[src/bpcs_pkg.sv]
// What this block does
// - Palette write: ports 3C6/3C8/3C9, upper half zero
// - Snoop enabled: claim and forward palette writes
// - Snoop disabled: claim palette only inside window
// - Parity response off: no pin, no data parity flag
// - Parity response on: drive pin, allow error
// - Wait cycle bit reads zero, no stepping
// - Error pin driven only when drive enabled
// - Fast back-to-back enable reads zero always
// - Reserved command and status bits read zero
// - Capability list flag reads one
// - Speed capable bit holds strap sampled after reset
// - Fast back-to-back capable bit reads one
// - Data parity flag needs master, error, response
// - Decode timing field reads 01b
// - Set signaled target abort on target abort
// - Set received target abort as master
// - Set received master abort as master
// - Set signaled error flag on pin assertion
// - Set detected parity flag on any data or address parity error
// - Writing one clears a flag, zero keeps
package bpcs_pkg;

	// ============================================================
	// Register placement
	localparam logic [7:0]  BPCS_CMD_STAT_DWORD = 8'h04;
	localparam logic [31:0] BPCS_RESERVED_VALUE = 32'h0000_0000;

	// ============================================================
	// Command field positions (dword bits)
	localparam int BPCS_CMD_SNOOP_BIT   = 5;
	localparam int BPCS_CMD_PARITY_BIT  = 6;
	localparam int BPCS_CMD_WAIT_BIT    = 7;
	localparam int BPCS_CMD_SERR_EN_BIT = 8;
	localparam int BPCS_CMD_FBB_EN_BIT  = 9;

	// ============================================================
	// Status field positions (dword bits)
	localparam int BPCS_ST_CAP_LIST_BIT = 20;
	localparam int BPCS_ST_SPEED_BIT    = 21;
	localparam int BPCS_ST_FBB_CAP_BIT  = 23;
	localparam int BPCS_ST_DPAR_BIT     = 24;
	localparam int BPCS_ST_DEVSEL_LO    = 25;
	localparam int BPCS_ST_SIG_TA_BIT   = 27;
	localparam int BPCS_ST_RCV_TA_BIT   = 28;
	localparam int BPCS_ST_RCV_MA_BIT   = 29;
	localparam int BPCS_ST_SIG_SE_BIT   = 30;
	localparam int BPCS_ST_DET_PE_BIT   = 31;

	// ============================================================
	// Fixed read values
	localparam logic       BPCS_WAIT_VALUE     = 1'b0;
	localparam logic       BPCS_FBB_EN_VALUE   = 1'b0;
	localparam logic       BPCS_CAP_LIST_VALUE = 1'b1;
	localparam logic       BPCS_FBB_CAP_VALUE  = 1'b1;
	localparam logic [1:0] BPCS_DEVSEL_VALUE   = 2'h1;

	// ============================================================
	// Reset values of writable state
	localparam logic BPCS_CTRL_RESET = 1'b0;
	localparam logic BPCS_FLAG_RESET = 1'b0;

	// ============================================================
	// Palette decode
	localparam logic [9:0]  BPCS_PAL_MASK_PORT = 10'h3C6;
	localparam logic [9:0]  BPCS_PAL_ADDR_PORT = 10'h3C8;
	localparam logic [9:0]  BPCS_PAL_DATA_PORT = 10'h3C9;
	localparam logic [15:0] BPCS_PAL_UPPER     = 16'h0000;

	// Sticky flag count and their byte lane.
	localparam int BPCS_NUM_FLAGS = 6;
	localparam int BPCS_FLAG_LANE = 3;
	localparam int BPCS_CTRL_LANE0 = 0;
	localparam int BPCS_CTRL_LANE1 = 1;

endpackage

[src/bpcs_regs.sv]
`timescale 1ns/1ps
module bpcs_regs (
	input  wire logic        clock,                      // 100 MHz bus clock
	input  wire logic        nrst,                       // Async reset, low
	// Configuration access
	input  wire logic        cfg_wr,                     // Config write
	input  wire logic        cfg_rd,                     // Config read
	input  wire logic [7:0]  cfg_dword_addr,             // Dword address
	input  wire logic [3:0]  primary_byte_enable_lines_n, // Lanes, low on
	input  wire logic [31:0] cfg_wdata,                  // Write data
	output logic             cfg_hit,                    // Address claimed
	output logic             cfg_ack,                    // Read data valid
	output logic [31:0]      cfg_rdata,                  // Read data
	// I/O write decode
	input  wire logic        io_wr,                      // I/O write seen
	input  wire logic [31:0] io_addr,                    // I/O address
	input  wire logic        io_window_hit,              // In I/O window
	output logic             io_claim,                   // Claim the cycle
	output logic             palette_forward,            // Forward palette
	// Primary bus events
	input  wire logic        is_primary_master,          // Acting as master
	input  wire logic        data_parity_err,            // Data parity err
	input  wire logic        addr_parity_err,            // Addr parity err
	input  wire logic        parity_pin_seen,            // Parity pin low
	input  wire logic        target_abort_sent,          // We target-aborted
	input  wire logic        target_abort_rcvd,          // We got target abt
	input  wire logic        master_abort_rcvd,          // We got master abt
	input  wire logic        system_error_req,           // Other error cause
	input  wire logic        speed_capability_strap,     // Speed strap pin
	// Pins
	output logic             primary_parity_error_pin_o,    // Pin level
	output logic             primary_parity_error_pin_oe_n, // Drive, low
	output logic             primary_system_error_pin_o,    // Pin level
	output logic             primary_system_error_pin_oe_n, // Drive, low
	// Control view for the rest of the bridge
	output logic             snoop_enable,               // Palette snoop
	output logic             parity_response,            // Parity response
	output logic             system_error_drive_enable,  // Error pin enable
	output logic             addr_data_stepping,         // Always zero
	output logic             fast_b2b_generate           // Always zero
);
	import bpcs_pkg::*;

	// ============================================================
	// Helpers

	// A lane takes part when its enable line is driven low.
	function automatic logic lane_on(input logic [3:0] be_n,
		input int lane);
		lane_on = ~be_n[lane];
	endfunction

	// Expand active lanes to a 32-bit bit mask.
	function automatic logic [31:0] lane_mask(input logic [3:0] be_n);
		logic [31:0] m;
		m = 32'h0000_0000;
		for (int i = 0; i < 4; i++) begin
			if (lane_on(be_n, i)) begin
				m[i*8 +: 8] = 8'hFF;
			end
		end
		lane_mask = m;
	endfunction

	// ============================================================
	// Declarations
	logic        snoop_reg;
	logic        parity_resp_reg;
	logic        serr_en_reg;
	logic        speed_reg;
	logic        strap_taken_reg;
	logic        perr_drive_reg;
	logic        serr_drive_reg;
	logic        ack_reg;
	logic [31:0] rdata_reg;
	logic [BPCS_NUM_FLAGS-1:0] flag_reg;
	logic [BPCS_NUM_FLAGS-1:0] flag_set;
	logic [BPCS_NUM_FLAGS-1:0] flag_clr;
	logic        addr_match;
	logic        wr_hit;
	logic        is_palette;
	logic        serr_cause;
	logic        perr_cause;
	logic [31:0] dword_value;

	// Flag positions inside the dword, one per sticky flag.
	localparam int FLAG_POS [BPCS_NUM_FLAGS] = '{
		BPCS_ST_DPAR_BIT, BPCS_ST_SIG_TA_BIT, BPCS_ST_RCV_TA_BIT,
		BPCS_ST_RCV_MA_BIT, BPCS_ST_SIG_SE_BIT, BPCS_ST_DET_PE_BIT};

	// ============================================================
	// Configuration address decode

	// Only the command/status dword is ours; other dwords read zero
	// and leave cfg_hit low so another bank may answer.
	assign addr_match = (cfg_dword_addr == BPCS_CMD_STAT_DWORD);
	assign cfg_hit    = (cfg_wr | cfg_rd) & addr_match;
	assign wr_hit     = cfg_wr & addr_match;

	// ============================================================
	// Command controls

	// Lane 0 carries snoop and parity response; the wait bit in the
	// same lane is not stored, so a write of one there is dropped.
	always_ff @(posedge clock or negedge nrst) begin
		if (!nrst) begin
			snoop_reg       <= BPCS_CTRL_RESET;
			parity_resp_reg <= BPCS_CTRL_RESET;
		end else if (wr_hit &&
			lane_on(primary_byte_enable_lines_n, BPCS_CTRL_LANE0)) begin
			snoop_reg       <= cfg_wdata[BPCS_CMD_SNOOP_BIT];
			parity_resp_reg <= cfg_wdata[BPCS_CMD_PARITY_BIT];
		end
	end

	// Lane 1 carries the error pin drive enable; bits 15:9 are read
	// only and writes to them are discarded.
	always_ff @(posedge clock or negedge nrst) begin
		if (!nrst) begin
			serr_en_reg <= BPCS_CTRL_RESET;
		end else if (wr_hit &&
			lane_on(primary_byte_enable_lines_n, BPCS_CTRL_LANE1)) begin
			serr_en_reg <= cfg_wdata[BPCS_CMD_SERR_EN_BIT];
		end
	end

	assign snoop_enable              = snoop_reg;
	assign parity_response           = parity_resp_reg;
	assign system_error_drive_enable = serr_en_reg;
	// The bridge never steps nor issues fast back-to-back cycles.
	assign addr_data_stepping        = BPCS_WAIT_VALUE;
	assign fast_b2b_generate         = BPCS_FBB_EN_VALUE;

	// ============================================================
	// Speed strap capture

	// The strap is caught on the first edge after reset release and
	// then held, so a pin that wanders later cannot change the bit.
	always_ff @(posedge clock or negedge nrst) begin
		if (!nrst) begin
			speed_reg       <= 1'b0;
			strap_taken_reg <= 1'b0;
		end else if (!strap_taken_reg) begin
			speed_reg       <= speed_capability_strap;
			strap_taken_reg <= 1'b1;
		end
	end

	// ============================================================
	// Palette decode and claim

	// Bits 15:10 are deliberately left out of the compare.
	assign is_palette = (io_addr[31:16] == BPCS_PAL_UPPER) &&
		((io_addr[9:0] == BPCS_PAL_MASK_PORT) ||
		 (io_addr[9:0] == BPCS_PAL_ADDR_PORT) ||
		 (io_addr[9:0] == BPCS_PAL_DATA_PORT));

	// With snoop on every palette write is claimed; with it off a
	// palette write is claimed only as an ordinary window hit.
	assign palette_forward = io_wr & is_palette & snoop_reg;
	assign io_claim = io_wr & (io_window_hit |
		(is_palette & snoop_reg));

	// ============================================================
	// Error pins

	// The parity pin follows a data parity error only when response
	// is enabled; address errors reach the error pin on the same
	// condition, and the pin needs its drive enable as well.
	assign perr_cause = data_parity_err & parity_resp_reg;
	assign serr_cause = serr_en_reg & (system_error_req |
		(addr_parity_err & parity_resp_reg));

	// Pins are registered one cycle after the cause to keep them
	// glitch free; the value driven is always low.
	always_ff @(posedge clock or negedge nrst) begin
		if (!nrst) begin
			perr_drive_reg <= 1'b0;
		end else begin
			perr_drive_reg <= perr_cause;
		end
	end

	always_ff @(posedge clock or negedge nrst) begin
		if (!nrst) begin
			serr_drive_reg <= 1'b0;
		end else begin
			serr_drive_reg <= serr_cause;
		end
	end

	assign primary_parity_error_pin_o    = 1'b0;
	assign primary_parity_error_pin_oe_n = ~perr_drive_reg;
	assign primary_system_error_pin_o    = 1'b0;
	assign primary_system_error_pin_oe_n = ~serr_drive_reg;

	// ============================================================
	// Sticky status flags

	// Set causes, in the order of FLAG_POS.
	assign flag_set[0] = is_primary_master &
		(parity_pin_seen | data_parity_err) & parity_resp_reg;
	assign flag_set[1] = target_abort_sent;
	assign flag_set[2] = is_primary_master & target_abort_rcvd;
	assign flag_set[3] = is_primary_master & master_abort_rcvd;
	assign flag_set[4] = serr_drive_reg;
	assign flag_set[5] = data_parity_err | addr_parity_err;

	// One flop per flag; all flags sit in the top byte lane.
	generate
		for (genvar g = 0; g < BPCS_NUM_FLAGS; g++) begin : g_flag
			assign flag_clr[g] = wr_hit &
				lane_on(primary_byte_enable_lines_n, BPCS_FLAG_LANE) &
				cfg_wdata[FLAG_POS[g]];

			// A set arriving with a clear wins, so no event is lost.
			always_ff @(posedge clock or negedge nrst) begin
				if (!nrst) begin
					flag_reg[g] <= BPCS_FLAG_RESET;
				end else if (flag_set[g]) begin
					flag_reg[g] <= 1'b1;
				end else if (flag_clr[g]) begin
					flag_reg[g] <= 1'b0;
				end
			end
		end
	endgenerate

	// ============================================================
	// Read view

	// Command bits 4:0 belong to another bank and read zero here.
	always_comb begin
		dword_value = BPCS_RESERVED_VALUE;
		dword_value[BPCS_CMD_SNOOP_BIT]    = snoop_reg;
		dword_value[BPCS_CMD_PARITY_BIT]   = parity_resp_reg;
		dword_value[BPCS_CMD_WAIT_BIT]     = BPCS_WAIT_VALUE;
		dword_value[BPCS_CMD_SERR_EN_BIT]  = serr_en_reg;
		dword_value[BPCS_CMD_FBB_EN_BIT]   = BPCS_FBB_EN_VALUE;
		dword_value[BPCS_ST_CAP_LIST_BIT]  = BPCS_CAP_LIST_VALUE;
		dword_value[BPCS_ST_SPEED_BIT]     = speed_reg;
		dword_value[BPCS_ST_FBB_CAP_BIT]   = BPCS_FBB_CAP_VALUE;
		dword_value[BPCS_ST_DEVSEL_LO +: 2] = BPCS_DEVSEL_VALUE;
		for (int i = 0; i < BPCS_NUM_FLAGS; i++) begin
			dword_value[FLAG_POS[i]] = flag_reg[i];
		end
	end

	// Read data is registered; lanes not enabled read as zero so a
	// partial read shows only the fields it asked for.
	always_ff @(posedge clock or negedge nrst) begin
		if (!nrst) begin
			rdata_reg <= 32'h0000_0000;
		end else if (cfg_rd) begin
			rdata_reg <= addr_match ?
				(dword_value & lane_mask(primary_byte_enable_lines_n)) :
				BPCS_RESERVED_VALUE;
		end
	end

	always_ff @(posedge clock or negedge nrst) begin
		if (!nrst) begin
			ack_reg <= 1'b0;
		end else begin
			ack_reg <= cfg_rd;
		end
	end

	assign cfg_rdata = rdata_reg;
	assign cfg_ack   = ack_reg;

endmodule // bpcs_regs

[config.mk]
export PLATFORM = sky130hd
export DESIGN_NAME = bpcs_regs
export DESIGN_NICKNAME = d
export VERILOG_FILES = /design/src/bpcs_pkg.sv /design/src/bpcs_regs.sv
export SDC_FILE = /design/constraint.sdc
export NUM_CORES = 1
export LEC_CHECK = 0
export BUFFER_PORTS_ARGS = -buffer_cell sky130_fd_sc_hd__buf_2
export CAP_MARGIN = 0
export CORE_AREA = 10 10 74 76
export CTS_BUF_LIST = sky130_fd_sc_hd__clkbuf_8
export CTS_CLUSTER_DIAMETER = 200
export DETAILED_ROUTE_END_ITERATION = 6
export DIE_AREA = 0 0 84 86
export HOLD_SLACK_MARGIN = 0.02
export PLACE_DENSITY = 0.76
export SLEW_MARGIN = 20
export SYNTH_ARGS = -nofsm -noshare
export SYNTH_HDL_FRONTEND = slang
export SYNTH_SLANG_ARGS = --single-unit
[constraint.sdc]
create_clock -name clock -period 1.17 [get_ports clock]
set_clock_uncertainty 0.05 [all_clocks]
set_input_delay 0.117 -clock clock [delete_from_list [all_inputs] [get_ports clock]]
set_output_delay 0.117 -clock clock [all_outputs]
set_load 0.01 [all_outputs]
* Yosys cells after proc, flatten, opt, wreduce, memory -nomap -nowiden
Index checks and enable logic that the tools add are counted.
Word-level totals: memories kept 0, bits in read-only memories 0, latch bits 0, RAM bits 0, register bits 46, output and inout bits 45
Operators by class: multiplexer cells 21, add/subtract/negate cells 0, multiply operators 0, reductions and logical operators 12, equality and inequality tests 4, divide/modulo/power cells 0, shifts and indexed selects 0, bitwise gates (word level) 31, magnitude comparators 0
Operators with widths (number):
- 8-bit two-way mux | 8
- 32-bit bitwise AND | 1
- 32-bit two-way mux | 1
- 10-bit equality test (second input constant) | 3
- 1-bit bitwise AND | 20
- 16-bit zero test | 1
- 1-bit two-way mux | 12
- 2-bit nonzero test | 6
- 8-bit by 3-bit equality test with 1-bit output (second input constant) | 1
- 1-bit NOT | 5
- 1-bit OR | 5
- 1-bit logical AND | 3
- 1-bit logical OR | 2

* Longest topological paths before layout
depth in word-level cells 7, mapped depth 5, gate-level depth less buffers 3

* Least setup slack after synthesis
Ideal clock, no wire load.
kind input port to output port, from input port io_addr[17], to output port io_claim, data arrival time 1.198 ns, cell stages on the path 2, data required time 1.003 ns, setup slack -0.195 ns, cell sequence or4_1 o41ai_1
On the way: word-level cells in the longest chain between the ends 5
Ends and longest elaborated chain:
- from (decl) | RTL line bpcs_regs.sv:16 | input wire logic [31:0] io_addr,
- 16-bit zero test | RTL line bpcs_regs.sv:153 | assign is_palette = (io_addr[31:16] == BPCS_PAL_UPPER) &&
- 1-bit logical AND | RTL line bpcs_regs.sv:153
- 1-bit bitwise AND | RTL line bpcs_regs.sv:162 | (is_palette & snoop_reg));
- 1-bit OR | RTL line bpcs_regs.sv:161 | assign io_claim = io_wr & (io_window_hit |
- 1-bit bitwise AND | RTL line bpcs_regs.sv:161
- to (decl) | RTL line bpcs_regs.sv:18 | output logic io_claim,
No other way between the ends.

* Worst setup path in the final report
from input port io_addr[5], to output port palette_forward
On the way: word-level cells in the longest chain between the ends 6
Ends and longest elaborated chain:
- 10-bit equality test (on tied branches) | RTL line bpcs_regs.sv:154, bpcs_regs.sv:155
- 1-bit logical OR | RTL line bpcs_regs.sv:154 | ((io_addr[9:0] == BPCS_PAL_MASK_PORT) ||
- 1-bit logical OR (*) | RTL line bpcs_regs.sv:155 | (io_addr[9:0] == BPCS_PAL_ADDR_PORT) ||
- 1-bit logical AND (*) | RTL line bpcs_regs.sv:153
- 1-bit bitwise AND (*) (2 in a row) | RTL line bpcs_regs.sv:160 | assign palette_forward = io_wr & is_palette & snoop_reg;
- to (decl) | RTL line bpcs_regs.sv:19 | output logic palette_forward,
Mark *: on every way between the ends. The rest lies on a longest branch, timed or not.

==> results summary <==
The final reports fail on negative setup slack. The share of flip-flops with an asynchronous set or reset came out at 1.00. In this run the worst path has a maximum fanout of 2. STA classifies the critical path endpoint as an output pin. In the post-route analysis, the smallest setup slack over all paths is -0.321 ns. The TritonCTS buffer count came out at 3. The standby leakage power is 1.11 nW. The total standard cell area after synthesis is 0.00135 mm². The number of diodes added for antenna fixing came out at 0.

The worst supply voltage drop on vdd is 0.000438 V. The number of levels the H-tree was split into is 1. The largest net degree at the start of global routing came out at 27. A synthesized cell averages 10.5 µm². The width of the die came out at 84 µm. The number of max-cap violations came out at 0.

The synthesized design contains 26 register bits. Clock tree synthesis found a total of 26 sinks. The final layout contains 324 nets. The first global-routing pass estimated 7.14 mm of wire.

The slew at the pin closest to its max-slew limit came out at 0.577 ns. For this block, the initial DRC count from the detailed router was 56. The final number of setup-violating endpoints came out at 2. The share of the core filled with cells is 0.538. The power density of the placed cells came out at 930 mW/mm².

The initial standard-cell utilization of the core came out at 0.341. The flow ran to the end, but the final reports show violations. The total half-perimeter wirelength after legalization and detailed placement is 3.74 mm.

The number of design rule violations left after detail routing came out at 0. The headroom to the max-slew limit came out at 0.616. The total placed instance area came out at 0.00183 mm². The signal arrival time at the worst endpoint is 1.32 ns. The upper clock frequency limit came out at 671 MHz. The final RePlAce weighted congestion is 0.809. The initialized floorplan defines 23 standard-cell rows.

The total number of yosys warnings came out at 0. The number of global-route vias before repair came out at 1460. The routed wirelength normalized by instance count is 16.6 µm. The buffer levels on the longest clock path is 2. The number of antenna violations at the first check in global routing is 0. The combined flip-flop and latch cell area came out at 651 µm². The floorplan die area is 0.00722 mm². By count the netlist is led by dfrtp_1, buf_4, nand2_1, nor2_1. The largest total area in the synthesized netlist belongs to dfrtp_1. The minimum clock period after layout is 1.49 ns.

Counting every instance in the synthesized netlist gives 129. The setup path with the least slack is of type in -> out. Compared with the post-synthesis result, the final layout area differs by 57.9%.

The most frequent cell after synthesis is dfrtp_1. Counting flops with a built-in enable in the synthesized netlist gives 0. Setup repair after global routing could not meet its margin everywhere. The total global routing track utilization came out at 0.118.

The worst-skew pair later-pin latency came out at 0.26 ns. The count of pins over their slew limit came out at 0. The port buffer count is 83. The buffer type at the clock tree root is clkbuf_8.

After clock tree synthesis, the clock-pin slew on the worst setup and hold paths is 0.09 ns. The number of hold-slack violations in the final timing report came to 0. The layout filler cell count is 372.

The fraction of the cycle the final worst path needs came out at 1.27. The endpoint required time on the critical path is 1.00 ns. After detailed routing, the number of vias per cell comes to 4.51. The total I/O pin count is 136. The height of the chip came out at 86 µm. The class of the tightest hold or removal check is in -> reg. By area the synthesized netlist is led by dfrtp_1, buf_4, a22o_1.

The share of synthesized area occupied by flip-flops and latches came out at 0.481. The worst setup path is launched from an input pin. The final design instance area without fill came out at 0.00214 mm². The number of different library cells in the post-synthesis netlist is 31. The share of the synthesized area in the top cell type is 0.481.

The routed wire length came out at 4.67 mm. TritonCTS built the clock tree. The total via count after detailed routing came out at 1273. The remaining antenna violation count after routing came out at 0. The setup total negative slack came out at -0.576 ns. The fraction of layout instances using a drive strength above 1 is 0.517. Among all flip-flop cells after synthesis, the most frequent one is dfrtp_1. The footprint of the multi-input gates is 682 µm². The flip-flop count of the largest register, all copies and words added came out at 12.

Before antenna repair, the detailed router went through 4 iterations. The core outline area came out at 0.00397 mm². The aggregate global routing overflow is 0.
## what timing repair did
action | 4_1_cts | 5_1_grt
hold buffers | 5 | 1
pin swaps | 10 | 12
buffers inserted | 4 | 2
endpoints found under the hold margin | 30 | 1
setup endpoints to repair | 13 | 13
resized for setup | 12 | 11
## layout by cell type, fill, tap and decap left out
master and instances:
nor3_1 1, nand4_1 2, bufinv_16 1, and2_1 1
o32ai_1 3, or4_4 2, buf_4 11, buf_2 76
nor2_1 9, nor2b_1 1, clkbuf_8 3, o2bb2ai_1 1
buf_6 11, nor3b_1 1, inv_1 6, a41oi_2 4
dfrtp_1 26, mux2_2 4, a21oi_1 5, nor4bb_1 1
o211ai_1 1, dlygate4sd3_1 6, nand4b_1 2, a21o_1 2
nor4_1 3, conb_1 24, nor4_4 4, nor3_4 1
nand3b_1 1, o41ai_2 1, o211a_1 1, or4b_4 1
nor4b_4 1, nand2_1 9, a22o_1 6
## stage by stage
step | instances | total power [mW] | hold WS [ns] | setup WS [ns]
floorplan | 151 | 1.10 | -0.229 | -0.144
global route | 282 | 2.09 | 0.0276 | -0.363
detailed placement | 266 | 1.21 | 0.101 | -0.326
CTS | 279 | 1.98 | 0.0215 | -0.283
finish | 282 | 1.99 | 0.0291 | -0.321
global placement | 266 | 1.20 | 0.0934 | -0.313
## routing by layer
metal / routed length [µm] / up-vias / share of wire / track usage
met5: 0 / - / 0 / 0
met2: 2520 / 53 / 0.54 / 0.216
li1: - / 628 / - / -
met1: 1800 / 590 / 0.39 / 0.127
met3: 316 / 2 / 0.068 / 0.0388
met4: 32 / 0 / 0.0069 / 0.0350
## path summary, 6_finish.rpt
kind	startpoint	to	slack, ns	depth (start not counted)
max in group asynchronous	nrst	cfg_rdata[21]	0.36	2
min in group asynchronous	nrst	cfg_rdata[30]	0.33	2
worst max-delay path	io_addr[5]	palette_forward	-0.32	6
worst min-delay path	primary_byte_enable_lines_n[0]	cfg_rdata[5]	0.03	2
worst min register to register	cfg_rdata[8]	cfg_rdata[8]	0.44	1
worst max register to register	snoop_enable	snoop_enable	0.24	2
## report_power, final
group | internal (mW) | total [mW] | switching (mW)
clock network | 0.457 | 0.732 | 0.275
registers | 0.918 | 0.928 | 0.0104
logic | 0.159 | 0.326 | 0.167
## kinds of logic after synthesis
group | share of synthesized area
buf+inv | 0.158
other cells | 0.00555
flops | 0.481
compound gates | 0.140
mux | 0.0333
simple gates | 0.182
## cell type report
class	instances	share of cell area
Clock inverter	1	0.0141
Inverter	6	0.0105
Sequential cell	26	0.305
Tap cell	50	0.0293
Clock buffer	3	0.0193
Timing Repair Buffer	104	0.303
Multi-Input combinational cell	92	0.319
## critical path: stages
cell	delay [ns]
buf_6	0.10
nor4_4	0.29
nand4_1	0.19
buf_4	0.18
nor4_4	0.28
buf_2	0.18
No activity file was read; power rests on OpenSTA's default activity.
